### src/imb_pkg.sv
package imb_pkg;
    // Register byte addresses
    localparam logic [7:0] ADDR_DATA   = 8'h00;
    localparam logic [7:0] ADDR_CTRL   = 8'h04;
    localparam logic [7:0] ADDR_STATUS = 8'h08;
    localparam logic [7:0] ADDR_BAUD   = 8'h0c;

    // Control bits (bus_control_two)
    localparam int CTRL_RECEIVE_ENABLE_BIT  = 0;
    localparam int CTRL_ACK_SEQUENCE_ENABLE = 1;
    localparam int CTRL_ACK_VALUE_BIT = 2;

    // Status bits (serial_status_reg)
    localparam int ST_BF    = 0;
    localparam int ST_IRQ   = 1;
    localparam int ST_ACKST = 2;
    localparam int ST_WRITE_COLLISION_FLAG  = 3;
    localparam int ST_OV    = 4;
    localparam int ST_BUSY  = 5;
    localparam int ST_SCL   = 6;
    localparam int ST_SDA   = 7;

    localparam logic [6:0] BAUD_RESET = 7'h04;
    localparam logic [3:0] BIT_LAST   = 4'h7;
    localparam logic [3:0] BIT_ACK    = 4'h8;
    localparam logic [3:0] BIT_FIRST  = 4'h0;

    typedef enum logic [6:0] {
        S_IDLE    = 7'h01,
        S_TX_LOW  = 7'h02,
        S_TX_HIGH = 7'h04,
        S_RX_LOW  = 7'h08,
        S_RX_HIGH = 7'h10,
        S_AK_LOW  = 7'h20,
        S_AK_HIGH = 7'h40
    } imb_state_t;
endpackage : imb_pkg
### src/imb_baud_gen.sv
`timescale 1ns/1ps
`default_nettype none
module imb_baud_gen (
    // Clock and reset
    input  wire logic       ref_clk,
    input  wire logic       sys_rst,
    // Control
    input  wire logic       run,
    input  wire logic [6:0] reload,
    // Half period end
    output logic            tick
);
    logic [6:0] cnt_reg;

    assign tick = run && (cnt_reg == 7'h00);

    always_ff @(posedge ref_clk) begin
        if (sys_rst) begin
            cnt_reg <= imb_pkg::BAUD_RESET;
        end else if (!run || tick) begin
            cnt_reg <= reload;
        end else begin
            cnt_reg <= cnt_reg - 7'h01;
        end
    end
endmodule : imb_baud_gen
`default_nettype wire

### src/imb_master.sv
//Function
//- Buffer write sets full flag, starts shifting
//- SDA changes after fall; SCL low/high halves
//- Eighth fall clears full flag, releases SDA
//- Ninth fall samples SDA into ack status
//- After ninth clock: irq, hold SCL low
//- Address: seven bits plus direction, then ack
//- Transmit full flag: set on write, clear after eight
//- Write during transmit sets collision, discarded
//- Receive enable honoured only when idle
//- Receive toggles SCL per rollover, shifts SDA
//- Eighth receive fall: load buffer, flags, idle
//- Receive full flag cleared by buffer read
//- Ack enable sends ack bit after reception
//- Overflow when byte arrives with buffer full
//- Write during receive sets collision, discarded
//- Sequence bits and writes refused unless idle
//- Generator reloads seven-bit value at each rollover
//
// The implementer's own choices: the APB slave port and the placing of the registers.
`timescale 1ns/1ps
`default_nettype none
module imb_master (
    // Clock and reset
    input  wire logic        ref_clk,
    input  wire logic        sys_rst,
    // APB slave
    input  wire logic        psel,
    input  wire logic        penable,
    input  wire logic        pwrite,
    input  wire logic [7:0]  paddr,
    input  wire logic [31:0] pwdata,
    output logic      [31:0] prdata,
    output logic             pready,
    output logic             pslverr,
    // I2C pins, open drain
    input  wire logic        scl_i,
    output logic             scl_o,
    output logic             scl_oe,
    input  wire logic        sda_i,
    output logic             sda_o,
    output logic             sda_oe
);
    imb_pkg::imb_state_t state_reg;

    logic [7:0] tx_rx_buffer_reg;
    logic [7:0] bus_shift_register_reg;
    logic [3:0] bit_cnt_reg;
    logic [6:0] baud_reload_value_reg;
    logic       sda_low_reg;
    logic       scl_hold_reg;
    logic       buffer_full_flag_reg;
    logic       serial_irq_flag_reg;
    logic       ack_status_bit_reg;
    logic       write_collision_flag_reg;
    logic       receive_overflow_flag_reg;
    logic       receive_enable_bit_reg;
    logic       ack_sequence_enable_reg;
    logic       ack_value_bit_reg;
    logic       pslverr_reg;
    logic       tick;
    logic       scl_s;
    logic       sda_s;
    logic [1:0] line_s;

    ////////////////////////////////////////////////////////////////////
    imb_pin_sync #(.W(2)) u_sync (
        .ref_clk   (ref_clk),
        .sys_rst   (sys_rst),
        .pin_in    ({scl_i, sda_i}),
        .level_out (line_s)
    );
    assign scl_s = line_s[1];
    assign sda_s = line_s[0];

    imb_baud_gen u_baud (
        .ref_clk (ref_clk),
        .sys_rst (sys_rst),
        .run     (state_reg != imb_pkg::S_IDLE),
        .reload  (baud_reload_value_reg),
        .tick    (tick)
    );

    ////////////////////////////////////////////////////////////////////
    logic       wr_acc;
    logic       rd_acc;
    logic       idle;
    logic       wr_data;
    logic       wr_ctrl;
    logic       wr_stat;
    logic       rd_data;
    logic       start_tx;
    logic       start_rx;
    logic       start_ack;
    logic       tx_fall;
    logic       rx_fall;
    logic       tx_8;
    logic       tx_9;
    logic       rx_8;
    logic       ak_done;
    logic       mapped;
    logic [7:0] rx_byte;

    assign wr_acc    = psel && penable && pwrite;
    assign rd_acc    = psel && penable && !pwrite;
    assign idle      = (state_reg == imb_pkg::S_IDLE);
    assign wr_data   = wr_acc && (paddr == imb_pkg::ADDR_DATA);
    assign wr_ctrl   = wr_acc && (paddr == imb_pkg::ADDR_CTRL);
    assign wr_stat   = wr_acc && (paddr == imb_pkg::ADDR_STATUS);
    assign rd_data   = rd_acc && (paddr == imb_pkg::ADDR_DATA);
    assign start_tx  = wr_data && idle;
    assign start_rx  = wr_ctrl && idle && pwdata[imb_pkg::CTRL_RECEIVE_ENABLE_BIT];
    assign start_ack = wr_ctrl && idle && pwdata[imb_pkg::CTRL_ACK_SEQUENCE_ENABLE]
                       && !pwdata[imb_pkg::CTRL_RECEIVE_ENABLE_BIT];
    assign tx_fall   = (state_reg == imb_pkg::S_TX_HIGH) && tick;
    assign rx_fall   = (state_reg == imb_pkg::S_RX_HIGH) && tick;
    assign tx_8      = tx_fall && (bit_cnt_reg == imb_pkg::BIT_LAST);
    assign tx_9      = tx_fall && (bit_cnt_reg == imb_pkg::BIT_ACK);
    assign rx_8      = rx_fall && (bit_cnt_reg == imb_pkg::BIT_LAST);
    assign ak_done   = (state_reg == imb_pkg::S_AK_HIGH) && tick;
    assign rx_byte   = {bus_shift_register_reg[6:0], sda_s};
    assign mapped    = (paddr == imb_pkg::ADDR_DATA) || (paddr == imb_pkg::ADDR_CTRL)
                       || (paddr == imb_pkg::ADDR_STATUS) || (paddr == imb_pkg::ADDR_BAUD);

    ////////////////////////////////////////////////////////////////////
    // Bit engine
    always_ff @(posedge ref_clk) begin
        if (sys_rst) begin
            state_reg              <= imb_pkg::S_IDLE;
            bit_cnt_reg            <= imb_pkg::BIT_FIRST;
            bus_shift_register_reg <= 8'h00;
            sda_low_reg            <= 1'b0;
        end else begin
            case (state_reg)
                imb_pkg::S_IDLE: begin
                    if (start_tx) begin
                        bus_shift_register_reg <= pwdata[7:0];
                        bit_cnt_reg            <= imb_pkg::BIT_FIRST;
                        sda_low_reg            <= !pwdata[7];
                        state_reg              <= imb_pkg::S_TX_LOW;
                    end else if (start_rx) begin
                        bit_cnt_reg <= imb_pkg::BIT_FIRST;
                        sda_low_reg <= 1'b0;
                        state_reg   <= imb_pkg::S_RX_LOW;
                    end else if (start_ack) begin
                        sda_low_reg <= !pwdata[imb_pkg::CTRL_ACK_VALUE_BIT];
                        state_reg   <= imb_pkg::S_AK_LOW;
                    end
                end
                imb_pkg::S_TX_LOW: begin
                    if (tick) begin
                        state_reg <= imb_pkg::S_TX_HIGH;
                    end
                end
                imb_pkg::S_TX_HIGH: begin
                    if (tx_9) begin
                        sda_low_reg <= 1'b0;
                        state_reg   <= imb_pkg::S_IDLE;
                    end else if (tx_8) begin
                        sda_low_reg <= 1'b0;
                        bit_cnt_reg <= imb_pkg::BIT_ACK;
                        state_reg   <= imb_pkg::S_TX_LOW;
                    end else if (tick) begin
                        bus_shift_register_reg <= {bus_shift_register_reg[6:0], 1'b0};
                        sda_low_reg            <= !bus_shift_register_reg[6];
                        bit_cnt_reg            <= bit_cnt_reg + 4'h1;
                        state_reg              <= imb_pkg::S_TX_LOW;
                    end
                end
                imb_pkg::S_RX_LOW: begin
                    if (tick) begin
                        state_reg <= imb_pkg::S_RX_HIGH;
                    end
                end
                imb_pkg::S_RX_HIGH: begin
                    if (tick) begin
                        bus_shift_register_reg <= rx_byte;
                        bit_cnt_reg            <= bit_cnt_reg + 4'h1;
                        state_reg              <= rx_8 ? imb_pkg::S_IDLE : imb_pkg::S_RX_LOW;
                    end
                end
                imb_pkg::S_AK_LOW: begin
                    if (tick) begin
                        state_reg <= imb_pkg::S_AK_HIGH;
                    end
                end
                imb_pkg::S_AK_HIGH: begin
                    if (tick) begin
                        sda_low_reg <= 1'b0;
                        state_reg   <= imb_pkg::S_IDLE;
                    end
                end
                default: begin
                    state_reg <= imb_pkg::S_IDLE;
                end
            endcase
        end
    end

    // SCL held low from the first byte on, between bytes too
    always_ff @(posedge ref_clk) begin
        if (sys_rst) begin
            scl_hold_reg <= 1'b0;
        end else if (!idle) begin
            scl_hold_reg <= 1'b1;
        end
    end

    assign scl_o  = 1'b0;
    assign sda_o  = 1'b0;
    assign scl_oe = (state_reg == imb_pkg::S_TX_LOW) || (state_reg == imb_pkg::S_RX_LOW)
                    || (state_reg == imb_pkg::S_AK_LOW) || (idle && scl_hold_reg);
    assign sda_oe = sda_low_reg;

    ////////////////////////////////////////////////////////////////////
    // Buffer and status flags; a hardware set wins over a clear
    always_ff @(posedge ref_clk) begin
        if (sys_rst) begin
            tx_rx_buffer_reg <= 8'h00;
        end else if (start_tx) begin
            tx_rx_buffer_reg <= pwdata[7:0];
        end else if (rx_8) begin
            tx_rx_buffer_reg <= rx_byte;
        end
    end

    always_ff @(posedge ref_clk) begin
        if (sys_rst) begin
            buffer_full_flag_reg <= 1'b0;
        end else if (start_tx || rx_8) begin
            buffer_full_flag_reg <= 1'b1;
        end else if (tx_8 || (rd_data && idle)) begin
            buffer_full_flag_reg <= 1'b0;
        end
    end

    always_ff @(posedge ref_clk) begin
        if (sys_rst) begin
            serial_irq_flag_reg       <= 1'b0;
            write_collision_flag_reg  <= 1'b0;
            receive_overflow_flag_reg <= 1'b0;
        end else begin
            serial_irq_flag_reg <= (tx_9 || rx_8 || ak_done)
                || (serial_irq_flag_reg && !(wr_stat && pwdata[imb_pkg::ST_IRQ]));
            write_collision_flag_reg <= (wr_data && !idle)
                || (write_collision_flag_reg && !(wr_stat && pwdata[imb_pkg::ST_WRITE_COLLISION_FLAG]));
            receive_overflow_flag_reg <= (rx_8 && buffer_full_flag_reg)
                || (receive_overflow_flag_reg && !(wr_stat && pwdata[imb_pkg::ST_OV]));
        end
    end

    always_ff @(posedge ref_clk) begin
        if (sys_rst) begin
            ack_status_bit_reg <= 1'b0;
        end else if (tx_9) begin
            ack_status_bit_reg <= sda_s;
        end
    end

    ////////////////////////////////////////////////////////////////////
    // Control bits
    always_ff @(posedge ref_clk) begin
        if (sys_rst) begin
            receive_enable_bit_reg  <= 1'b0;
            ack_sequence_enable_reg <= 1'b0;
            ack_value_bit_reg       <= 1'b0;
            baud_reload_value_reg   <= imb_pkg::BAUD_RESET;
        end else begin
            if (start_rx) begin
                receive_enable_bit_reg <= 1'b1;
            end else if (rx_8) begin
                receive_enable_bit_reg <= 1'b0;
            end
            if (start_ack) begin
                ack_sequence_enable_reg <= 1'b1;
            end else if (ak_done) begin
                ack_sequence_enable_reg <= 1'b0;
            end
            if (wr_ctrl) begin
                ack_value_bit_reg <= pwdata[imb_pkg::CTRL_ACK_VALUE_BIT];
            end
            if (wr_acc && (paddr == imb_pkg::ADDR_BAUD)) begin
                baud_reload_value_reg <= pwdata[6:0];
            end
        end
    end

    ////////////////////////////////////////////////////////////////////
    // APB read data captured in the setup cycle
    always_ff @(posedge ref_clk) begin
        if (sys_rst) begin
            prdata      <= 32'h0000_0000;
            pslverr_reg <= 1'b0;
        end else if (psel && !penable) begin
            pslverr_reg <= !mapped;
            prdata      <= 32'h0000_0000;
            case (paddr)
                imb_pkg::ADDR_DATA: begin
                    prdata[7:0] <= tx_rx_buffer_reg;
                end
                imb_pkg::ADDR_CTRL: begin
                    prdata[imb_pkg::CTRL_RECEIVE_ENABLE_BIT]  <= receive_enable_bit_reg;
                    prdata[imb_pkg::CTRL_ACK_SEQUENCE_ENABLE] <= ack_sequence_enable_reg;
                    prdata[imb_pkg::CTRL_ACK_VALUE_BIT] <= ack_value_bit_reg;
                end
                imb_pkg::ADDR_STATUS: begin
                    prdata[imb_pkg::ST_BF]    <= buffer_full_flag_reg;
                    prdata[imb_pkg::ST_IRQ]   <= serial_irq_flag_reg;
                    prdata[imb_pkg::ST_ACKST] <= ack_status_bit_reg;
                    prdata[imb_pkg::ST_WRITE_COLLISION_FLAG]  <= write_collision_flag_reg;
                    prdata[imb_pkg::ST_OV]    <= receive_overflow_flag_reg;
                    prdata[imb_pkg::ST_BUSY]  <= !idle;
                    prdata[imb_pkg::ST_SCL]   <= scl_s;
                    prdata[imb_pkg::ST_SDA]   <= sda_s;
                end
                imb_pkg::ADDR_BAUD: begin
                    prdata[6:0] <= baud_reload_value_reg;
                end
                default: begin
                    prdata <= 32'h0000_0000;
                end
            endcase
        end
    end

    assign pready  = 1'b1;
    assign pslverr = psel && penable && pslverr_reg;
endmodule : imb_master
`default_nettype wire

### src/imb_pin_sync.sv
`timescale 1ns/1ps
`default_nettype none
module imb_pin_sync #(
    parameter int W = 2
) (
    // Clock and reset
    input  wire logic         ref_clk,
    input  wire logic         sys_rst,
    // Pins and filtered levels
    input  wire logic [W-1:0] pin_in,
    output logic      [W-1:0] level_out
);
    logic [W-1:0] s1_reg;
    logic [W-1:0] s2_reg;
    logic [W-1:0] s3_reg;

    always_ff @(posedge ref_clk) begin
        if (sys_rst) begin
            s1_reg <= '1;
            s2_reg <= '1;
            s3_reg <= '1;
        end else begin
            s1_reg <= pin_in;
            s2_reg <= s1_reg;
            s3_reg <= s2_reg;
        end
    end

    // A level counts once stages two and three agree
    for (genvar i = 0; i < W; i++) begin : g_bit
        always_ff @(posedge ref_clk) begin
            if (sys_rst) begin
                level_out[i] <= 1'b1;
            end else if (s2_reg[i] == s3_reg[i]) begin
                level_out[i] <= s3_reg[i];
            end
        end
    end
endmodule : imb_pin_sync
`default_nettype wire

### config.mk
export PLATFORM = sky130hd
export DESIGN_NAME = imb_master
export DESIGN_NICKNAME = d
export VERILOG_FILES = /design/src/imb_pkg.sv /design/src/imb_baud_gen.sv /design/src/imb_master.sv /design/src/imb_pin_sync.sv
export SDC_FILE = /design/constraint.sdc
export NUM_CORES = 1
export LEC_CHECK = 0
export BUFFER_PORTS_ARGS = -buffer_cell sky130_fd_sc_hd__buf_2
export CORE_UTILIZATION = 25
export CTS_CLUSTER_SIZE = 40
export DETAILED_ROUTE_END_ITERATION = 8
export PLACE_DENSITY_LB_ADDON = 0.08
export SLEW_MARGIN = 0
export SYNTH_ARGS = -nofsm -noshare
export SYNTH_HDL_FRONTEND = slang
export SYNTH_SLANG_ARGS = --single-unit
### constraint.sdc
create_clock -name ref_clk -period 2.3 [get_ports ref_clk]
set_clock_uncertainty 0.2 [all_clocks]
set_input_delay 0.115 -clock ref_clk [delete_from_list [all_inputs] [get_ports ref_clk]]
set_output_delay 0.115 -clock ref_clk [all_outputs]
set_load 0.05 [all_outputs]
* After elaboration in Yosys (flattened, before gate mapping)
Cells that the tools add are included.
Cells by class: eq/ne operators 27, add/subtract/negate cells 2, bitwise operators 0, divide/modulo/power cells 0, muxes and demuxes 45, $lt $le $gt $ge 0, multipliers 0, reduce and logical (&&, ||, !) cells 70, shifts and indexed selects 0
Operators by type and width (number):
- $mux W7 | 17
- $pmux W7 S7 | 1
- $logic_and A1 B1 Y1 | 32
- $mux W4 | 6
- $pmux W4 S3 | 2
- $pmux W7 S3 | 1
- $eq A8 B4 Y1 const B | 2
- $mux W8 | 2
- $ne A2 B2 Y1 const B | 8
- $logic_or A1 B1 Y1 | 14
- $mux W1 | 13
- $logic_not A1 Y1 | 12
- $pmux W3 S4 | 1
- $eq A8 B3 Y1 const B | 1
- $logic_not A8 Y1 | 1
- $reduce_bool A2 Y1 | 4
- $eq A7 B1 Y1 const B | 1
- $eq A7 B2 Y1 const B | 1
- $eq A7 B3 Y1 const B | 1
- $eq A7 B4 Y1 const B | 1
- $eq A7 B5 Y1 const B | 1
- $eq A7 B6 Y1 const B | 1
- $eq A7 B7 Y1 const B | 1
- $logic_not A7 Y1 | 1
- 17 further kinds | 19
Word-level totals: latch bits 0, flip-flop bits (word level) 67, bits in read-only memories 0, output and inout port bits 38, bits in writable memories 0, memories kept 0

* Depth between registers and ports, before layout
Gate-level depths: netlist (run 1).
word-level depth 10, mapped depth 11

* Modules after synthesis
Synthesis (run 1) repeated with hierarchy kept, for this count alone.
Second synthesis, totals: cells, all modules 419, area total of the unflattened synthesis 3691.0 um^2
By module, submodules not included:
- imb_master | cells an instance 347, times used 1, area an instance 2979.1 um^2
- imb_baud_gen | cells an instance 52, times used 1, area an instance 481.7 um^2
- imb_pin_sync | cells an instance 20, times used 1, area an instance 230.2 um^2

* Least setup slack after synthesis (run 1)
Ideal clock, no wire load.
path kind register to register, start register u_baud.cnt_reg[3], end register bus_shift_register_reg[3], data arrival time 2.117 ns, cell stages (with the launch flop) 9, slack -0.139 ns, data required time 1.978 ns, setup time 0.122 ns, path buffers 2, path through dfxtp_1 or4_4 or4_4 o211ai_2 and4b_1 buf_6 buf_8 nor2_1 a211oi_2
Between the ends: cells in the longest elaborated chain, start to end 6, elaborated cells between the ends (all ways) 10
RTL lines:
- from (decl) | line imb_baud_gen.sv:13 | logic [6:0] cnt_reg;
- from (signal assigned) | line imb_baud_gen.sv:19 | cnt_reg <= imb_pkg::BAUD_RESET;
- from (signal assigned) | line imb_baud_gen.sv:21 | cnt_reg <= reload;
- from (signal assigned) | line imb_baud_gen.sv:23 | cnt_reg <= cnt_reg - 7'h01;
- $logic_not A7 Y1 * | line imb_baud_gen.sv:15 | assign tick = run && (cnt_reg == 7'h00);
- $logic_and A1 B1 Y1 * | line imb_baud_gen.sv:15
- $logic_and A1 B1 Y1 | line imb_master.sv:115 | assign tx_fall = (state_reg == imb_pkg::S_TX_HIGH) && tick;
- $logic_and A1 B1 Y1, on equally long branches | line imb_master.sv:118, imb_master.sv:117
- $ne A2 B2 Y1 (no line)
- $reduce_and A6 Y1 (no line) *
- to (signal assigned) | line imb_master.sv:137 | bus_shift_register_reg <= pwdata[7:0];
- to (signal assigned) | line imb_master.sv:164 | bus_shift_register_reg <= {bus_shift_register_reg[6:0], 1'b0};
- to (signal assigned) | line imb_master.sv:177 | bus_shift_register_reg <= rx_byte;
- to (decl) | line imb_master.sv:47 | logic [7:0] bus_shift_register_reg;
Every way passes the cells marked *; elsewhere a longest branch is shown, timed or not. A chain may end at the register's enable or synchronous reset.

* Worst setup path after layout (run 1)
start register u_baud.cnt_reg[6], end register bus_shift_register_reg[0]
Same word-level chain as after synthesis.

==> flow_summary.ini, run 1 <==
[cells_and_area]
antenna_cells = 0
final_cell_mix = dfxtp_1, buf_4, nor2_1
area_delta_synth_final_pct = 39.1
layout_commonest_cell = dfxtp_1
final_util_pct = 36.1
nets = 580
drive_above_1_share_pct = 36.0

[power]
clkPwrFrac_pct = 49.9
ir_drop_mv = 0.344
p_per_area_nw_per_um2 = 547
switchingPower_mw = 0.677
p_sw_share_pct = 24.3
p_int_mw = 2.11
cellLeakagePower_nw = 2.11
power_frac_seq_pct = 41.9
p_comb_share_pct = 8.2

[placement]
gp_congestion = 0.741
io_buffers = 33
dp_slack_ns = -0.222
place_hpwl_um = 8000

[flow_run]
drv_cap = 0

[worst_setup_path]
rr_endpoint = bus_shift_register_reg[0]
crit_chain = or4_4 -> or4_4 -> o211ai_2 -> and4b_4 -> buf_6 -> mux2i_1 -> nor2_1
arrival_ns = 2.40
worstPathMaxFanout = 3
crit_family = simple AND/OR/NAND/NOR gates
cpPeakStageDelay_ns = 0.54
crit_path_end_kind = flop
critPathBufInv = 1
r2r.worst_path.cells = 7
worst-setup-path-type = flop to flop
rr_startpoint = u_baud.cnt_reg[6]
worst-path-stages = 7
cp-start-kind = flop
cp_slowest_cell = or4_4
cp.required_ns = 2.33
r2r_slack_ns = -0.08
crit_top_cell = or4_4

[min_path]
hold_end = buffer_full_flag_reg
min_path_cells = 3
min_from = pwrite
min_path_type = primary input to flop

[clock_network]
clock_latency_ns = 0.34
h-tree-depth = 3
cts_tree = built
root_buffer = clkbuf_16
cts.clk_slew.worst_paths_ns = 0.06
numClockSinks = 67
cts_inserted_buffers = 9
cts_buffer_depth = 2

[synth]
synth-seq-area-share_pct = 36.6
ys_top_cells_by_area = dfxtp_1, nor2_1, buf_4
synthFlopType = dfxtp_1
yosysTopAreaCell = dfxtp_1
yosys_register_bits = 67
syn-instance-count = 429
synth_area_per_cell_um2 = 8.54
synth_warnings = 0
yosysTopAreaCellShare_pct = 36.6
synth-edff-count = 0
syn_area_um2 = 3660
async_reset_ff_share_pct = 0
synthDistinctLibCells = 69

[timing]
fin_crit_ns = 2.38
setup_viol = 12
drv_slew = 0
rsz0062_at_grt = true
maxSlewHeadroom_pct = 59.3
period_share_pct = 103
setup_slack_ns = -0.0754
max_freq_mhz = 421
worst_pin_slew_ns = 0.601
hold_violations = 0

[routing]
wire_per_inst_um = 15.5
first_pass_iters = 4
m1WireLength_um = 5400
via_per_inst = 4.68
wl_met2_um = 5060
num_vias = 3335
top_layer_used = met4
routed_wl_um = 11000
drt_iter0_markers = 171
ant_nets = 0
drc = 0
wl_met3_um = 441

[global_routing]
gr-total-overflow = 0
grt_max_degree = 35
grt_pass1_wl_um = 16900
grt.total_usage_pct = 15.0
grt_pass1_vias = 3099
antenna_found_initial = 0

[floorplanning]
dieArea_um2 = 15100
fp.dieW_um = 123
core_area_um2 = 14100
io_pins = 85
row_count = 43
dieHeight_um = 123
start_util_pct = 26.0

[outcome]
outcome = finished with violations
failed_checks = setup timing
## cells in the mapped netlist, drive strengths merged (3+ instances only)
library cell,n
ha,4
a22oi,9
mux2,3
or4,4
nor2b,5
xnor2,7
o221a,8
buf,38
o21ai,11
inv,14
mux4,3
a22o,4
dfxtp,67
nor2,67
mux2i,5
nor3,5
and3,7
nor4,7
a211oi,14
or2,8
nand3,6
xor2,3
clkbuf,17
nand2,33
nand2b,4
nand4,4
nor3b,3
and2,3
a21oi,30
o2bb2ai,3
## per-layer routing
metal  vias up  track usage (%)
met5         -                0
met4         0             4.97
met3         8             4.06
met2        75             23.1
met1      1581             20.1
li1       1671                -
## kinds of logic (layout without fill, tap and decap cells)
logic type,count (synthesis),count (layout),synth area share [%]
AOI/OAI and AO/OA,99,99,19.8
xor gates and xnor gates,10,10,2.39
buffers and inverters,69,148,12.2
and+or+nand+nor,167,167,23.3
muxes,11,11,4.13
adders and majority gates,4,4,1.37
other,2,27,0.205
DFF,67,67,36.6
## final cells by class
| class | instances | area, um2 |
|---|---|---|
| Sequential cell | 67 | 1360 |
| Clock inverter | 2 | 35.0 |
| Inverter | 14 | 52.6 |
| Timing Repair Buffer | 119 | 945 |
| Fill cell | 1498 | 9000 |
| Tap cell | 180 | 225 |
| Multi-Input combinational cell | 318 | 2220 |
| Clock buffer | 13 | 260 |
## metrics by stage
stage | hold slack, ns | std cells | TNS [ns] | power, mW | area [um2]
2_1_floorplan | 0.0188 | 454 | -0.648 | 1.40 | 3800
3_3_place_gp | 0.0971 | 675 | -3.56 | 1.41 | 4290
3_5_place_dp | 0.0995 | 675 | -3.21 | 1.41 | 4290
4_1_cts | 0.0289 | 704 | -0.740 | 2.84 | 4930
5_1_grt | 0.0586 | 713 | -2.36 | 2.90 | 5090
6_report | 0.00165 | 713 | -0.477 | 2.79 | 5090
## how the worst max path moves through the flow
stage / slack [ns] / from / endpoint
after detailed placement: -0.22 / state_reg[1] / bus_shift_register_reg[2]
after global routing: -0.15 / u_baud.cnt_reg[6] / bus_shift_register_reg[0]
after CTS: -0.09 / u_baud.cnt_reg[6] / bus_shift_register_reg[0]
after floorplan: -0.05 / u_baud.cnt_reg[0] / bus_shift_register_reg[6]
after global placement: -0.22 / state_reg[1] / bus_shift_register_reg[2]
final: -0.08 / u_baud.cnt_reg[6] / bus_shift_register_reg[0]
## worst reg2reg max path: cells and delay by family, from the launching register on
| family | cells | cell delay (ns) |
|---|---|---|
| buffers and inverters | 1 | 0.12 |
| AND/OR/NAND/NOR | 4 | 1.31 |
| multiplexers | 1 | 0.14 |
| flip-flops | 1 | 0.32 |
| AO/OA/AOI/OAI | 1 | 0.18 |
## power by group through the flow
stage	clock network, mW	logic (mW)	registers [mW]
2_1_floorplan	0	0.203	1.19
3_3_place_gp	0	0.212	1.20
3_5_place_dp	0	0.212	1.20
4_1_cts	1.44	0.228	1.17
5_1_grt	1.48	0.246	1.17
6_report	1.39	0.228	1.17
## what timing repair did
item	in CTS	in global routing
gates resized for setup	45	26
setup endpoints to repair	33	31
setup buffers	2	6
pin swaps	2	9
hold buffers	10	0
endpoints found under the hold margin	13	0
cloned	2	3
No activity file was read; power rests on OpenSTA's default activity.
==> inputs of run 2 (changes only) <==
- CORE_ASPECT_RATIO: default -> 0.9
==> run 2 against run 1 <==
- the run still ends with setup timing left
- core utilization decreased by 1.2 points
- non-clock buffer count fell by 3
- flip-flop and latch count did not move
- sequential share of layout area is 0.67 points higher
- cell count up 1.5%
- die area barely moved
- clock power about the same
- critical path type unchanged
==> flow_summary.ini, run 2 (synthesis gave the netlist of run 1 again) <==
[outcome]
outcome = finished with violations
failed_checks = setup timing

[global_routing]
grt_use_met2_pct = 22.5
grtUsageMet1_pct = 22.0
grt_util_met3_pct = 3.45
grt_max_degree = 51
grt_pass1_wl_um = 17300
grt.total_usage_pct = 15.4
grt_pass1_vias = 3108
antenna_found_initial = 0
gr-total-overflow = 0
grt.busiest_layer = met2

[floorplanning]
row_count = 41
io_pins = 85
fp.dieW_um = 130
dieArea_um2 = 15100
core_area_um2 = 14200
start_util_pct = 25.9
dieHeight_um = 117

[clock_network]
cts.clk_slew.worst_paths_ns = 0.06
cts_tree = built
h-tree-depth = 3
clock_latency_ns = 0.34
numClockSinks = 67
cts_buffer_depth = 2
cts_inserted_buffers = 9
root_buffer = clkbuf_16

[cells_and_area]
layout_commonest_cell = buf_4
nets = 577
drive_above_1_share_pct = 34.7
multi_input_area_um2 = 2140
final_cell_mix = buf_4, dfxtp_1, nor2_1
fill_cells = 1497
antenna_cells = 0
finalNonFillerCells = 724
regArea_um2 = 1350
area_delta_synth_final_pct = 35.1

[worst_setup_path]
worstPathMaxFanout = 7
crit_family = simple AND/OR/NAND/NOR gates
crit_path_end_kind = flop
crit_top_cell = or4_4
crit_chain = or4_4 -> or4_4 -> o211ai_2 -> and4b_4 -> buf_12 -> a211oi_2
worst-setup-path-type = flop to flop
cp.required_ns = 2.36
cp_slowest_cell = or4_4
cp-start-kind = flop
arrival_ns = 2.42
critPathBufInv = 1
cpPeakStageDelay_ns = 0.55

[timing]
period_share_pct = 103
hold_violations = 0
drv_slew = 0
fin_crit_ns = 2.36
worst_pin_slew_ns = 0.622
max_freq_mhz = 424
setup_viol = 6
rsz0062_at_grt = true
maxSlewHeadroom_pct = 57.9
setup_slack_ns = -0.0607
whs_ns = 0.00985

[min_path]
min_path_type = primary input to flop

[power]
p_int_mw = 2.09
power_frac_seq_pct = 42.3
cellLeakagePower_nw = 2.02
p_per_area_nw_per_um2 = 559
clkPwrFrac_pct = 49.5
p_sw_share_pct = 24.5
ir_drop_mv = 0.316
switchingPower_mw = 0.677
p_comb_share_pct = 8.2

[placement]
gp_congestion = 0.756
place_hpwl_um = 8130
dp_cells = 690
io_buffers = 33

[routing]
first_pass_iters = 4
routed_wl_um = 11000
drc = 0
num_vias = 3325
wire_per_inst_um = 15.2
via_per_inst = 4.59
ant_nets = 0
drt_iter0_markers = 129

[flow_run]
drv_cap = 0
-- run 2: worst register-to-register path: cells and delay by family (launching register included) --
family,cells,cell delay [ns]
and+or+nand+nor,3,1.27
AOI/OAI and AO/OA,2,0.34
DFF,1,0.31
buffers and inverters,1,0.16
-- run 2: what timing repair did --
action / 4_1_cts / 5_1_grt
setup buffers: 2 / 6
endpoints found under the hold margin: 13 / 0
setup endpoints to repair: 31 / 35
hold buffers: 10 / 0
resized for setup: 30 / 15
pin swaps: 9 / 9
cloned: 1 / 1
-- run 2: cell type report --
cell class                      count  area share [%]
Tap cell                          193            4.88
Inverter                           14            1.06
Multi-Input combinational cell    318            43.4
Sequential cell                    67            27.3
Clock buffer                       14            5.14
Timing Repair Buffer              116            17.6
Clock inverter                      2           0.708
-- run 2: metrics by stage --
stage,setup WS [ns],total power [mW],cell area [um2],setup TNS (ns),utilization (%)
5_1_grt,-0.104,2.88,4950,-1.57,34.9
2_1_floorplan,-0.0546,1.40,3800,-0.648,-
3_3_place_gp,-0.239,1.41,4330,-3.41,30.6
3_5_place_dp,-0.228,1.41,4330,-3.16,30.6
6_report,-0.0607,2.77,4950,-0.208,34.9
4_1_cts,-0.0585,2.81,4840,-0.283,34.2
-- run 2: power by group through the flow --
stage	Clock, mW	Combinational, mW	Sequential, mW
6_report	1.37	0.227	1.17
3_3_place_gp	0	0.214	1.20
5_1_grt	1.46	0.246	1.17
3_5_place_dp	0	0.214	1.20
2_1_floorplan	0	0.203	1.19
4_1_cts	1.42	0.228	1.17
-- run 2: layer usage --
| layer | share of wire, % | wire length, um |
|---|---|---|
| met5 | 0 | 0 |
| met4 | 0.56 | 61 |
| met3 | 5.6 | 613 |
| met2 | 43 | 4730 |
| met1 | 51 | 5580 |
-- run 2: final timing paths --
kind         slack (ns)                   endpoint  cells past startpoint              start
min                0.01   baud_reload_value_reg[6]                      5          pwdata[6]
max reg2reg       -0.06  bus_shift_register_reg[4]                      6  u_baud.cnt_reg[3]
min reg2reg        0.21           u_sync.s2_reg[1]                      1   u_sync.s1_reg[1]
max               -0.06  bus_shift_register_reg[4]                      6  u_baud.cnt_reg[3]
==> inputs of run 3 (changes only) <==
- clock period: 2.3 -> 2.7 ns (I/O delays scaled with it)
==> run 3 against run 2 <==
- the flow now finishes without violations
- highest routed layer unchanged
- critical endpoint is now state_reg[2]
- largest power group unchanged
- fmax is 7.9% lower
- clock power is 16% lower
- sequential share of layout area is 3.4 points higher
- register-to-register slack better by 0.20 ns
- combinational power is 16% lower
- wire length is 6.7% lower
- hold slack better by 0.051 ns
- via count is 7.2% lower
- die area stayed put
- cell count is 6.9% lower
==> flow_summary.ini, run 3 (synthesis gave the netlist of run 1 again) <==
[outcome]
outcome = completed

[power]
ir_drop_mv = 0.284
power_frac_seq_pct = 42.6
cellLeakagePower_nw = 1.72
power_mw = 2.34
switchingPower_mw = 0.593
p_int_mw = 1.75
clkPwrFrac_pct = 49.3
p_per_area_nw_per_um2 = 535
p_comb_share_pct = 8.1
p_sw_share_pct = 25.3

[cells_and_area]
fill_cells = 1553
drive_above_1_share_pct = 22.7
final_util_pct = 30.9
area_delta_synth_final_pct = 19.4
antenna_cells = 0
final_cell_mix = nor2_1, dfxtp_1, nand2_1, buf_2, a21oi_1
nets = 528
finalNonFillerCells = 674

[timing]
fin_crit_ns = 2.56
period_share_pct = 94.9
rsz0062_at_grt = false
setup_tns_ns = 0
max_freq_mhz = 390
drv_slew = 0
hold_violations = 0
worst_pin_slew_ns = 0.838
setup_viol = 0
maxSlewHeadroom_pct = 43.9
whs_ns = 0.0606

[routing]
via_per_inst = 4.58
wire_per_inst_um = 15.2
first_pass_iters = 4
num_vias = 3086
ant_nets = 0
routed_wl_um = 10300
drt_iter0_markers = 142
drc = 0

[min_path]
hold_end = buffer_full_flag_reg
min_from = pwrite
min_path_type = primary input to flop
min_path_cells = 3

[floorplanning]
io_pins = 85
dieArea_um2 = 15100
start_util_pct = 25.9
core_area_um2 = 14200
row_count = 41
fp.dieW_um = 130
dieHeight_um = 117

[clock_network]
numClockSinks = 67
h-tree-depth = 3
cts_buffer_depth = 2
cts.clk_slew.worst_paths_ns = 0.05
root_buffer = clkbuf_16
cts_tree = built
clock_latency_ns = 0.34
cts_inserted_buffers = 9

[placement]
place_hpwl_um = 7590
gp_congestion = 0.778
io_buffers = 33
dp_cells = 648

[global_routing]
grt_max_degree = 52
grt_pass1_wl_um = 16200
grt_pass1_vias = 2928
antenna_found_initial = 0
grt.total_usage_pct = 14.5
gr-total-overflow = 0

[worst_setup_path]
arrival_ns = 2.60
rr_endpoint = state_reg[2]
crit_path_end_kind = flop
worst-setup-path-type = flop to flop
rr_startpoint = state_reg[2]
worstPathMaxFanout = 5
cp-start-kind = flop
r2r.worst_path.cells = 6
r2r_slack_ns = 0.14
cp.required_ns = 2.74

[flow_run]
drv_cap = 0
==> run 3: cell types whose count changed in the layout (fill, tap and decap cells not counted), moves of 3 or more <==
cell	before	now
buf_6	5	0
dfxtp_2	3	0
buf_4	65	21
dfxtp_1	63	67
clkbuf_1	4	1
nor2_4	5	0
nor2_1	60	67
==> run 3: power by group through the flow <==
stage	Combinational (mW)	Sequential, mW	Clock (mW)
floorplan	0.172	1.02	0
global placement	0.179	1.02	0
detailed placement	0.178	1.02	0
CTS	0.191	0.996	1.19
global route	0.206	0.996	1.23
finish	0.190	0.997	1.15
==> run 3: timing repair <==
| action | CTS | global route |
|---|---|---|
| setup endpoints to repair | 0 | 4 |
| hold buffers | 11 | 0 |
| endpoints found under the hold margin | 12 | 0 |
| setup buffers | 0 | 0 |
| resized for setup | 0 | 2 |
==> run 3: area by class of cell <==
class / instances / area (um2) / share of cell area (%)
Inverter: 14 / 52.6 / 1.20
Multi-Input combinational cell: 318 / 1980 / 45.3
Clock buffer: 10 / 229 / 5.24
Sequential cell: 67 / 1340 / 30.7
Tap cell: 193 / 241 / 5.52
Clock inverter: 5 / 55.1 / 1.26
Timing Repair Buffer: 67 / 473 / 10.8
==> run 3: worst max path at each step <==
stage,startpoint,endpoint,slack (ns),depth (start not counted)
after floorplan,u_baud.cnt_reg[3],bus_shift_register_reg[3],0.26,8
after global placement,state_reg[0],state_reg[0],0.1,4
after detailed placement,u_baud.cnt_reg[3],state_reg[0],0.1,6
after CTS,state_reg[2],state_reg[0],0.05,5
after global routing,u_baud.cnt_reg[3],state_reg[0],0.03,6
final,state_reg[2],state_reg[2],0.14,6
==> run 3: per-stage QoR <==
stage,instance area (um2),setup slack (ns)
floorplan,3760,0.261
global placement,3970,0.0976
detailed placement,3970,0.0992
CTS,4370,0.0525
global route,4370,0.0304
finish,4370,0.137
==> run 3: critical path, cell delays in order, from the launching register on <==
cell and delay [ns]:
dfxtp_1 0.39, inv_1 0.12, or4_1 0.52, a2111oi_0 0.59, o31ai_1 0.24, a211o_1 0.30, o21ai_0 0.11
==> run 3: metal layers <==
metal  part of all wire [%]  track usage (%)
met5                      0                0
met4                    1.8             6.82
met3                    4.0             2.36
met2                     41             20.7
met1                     53             21.1
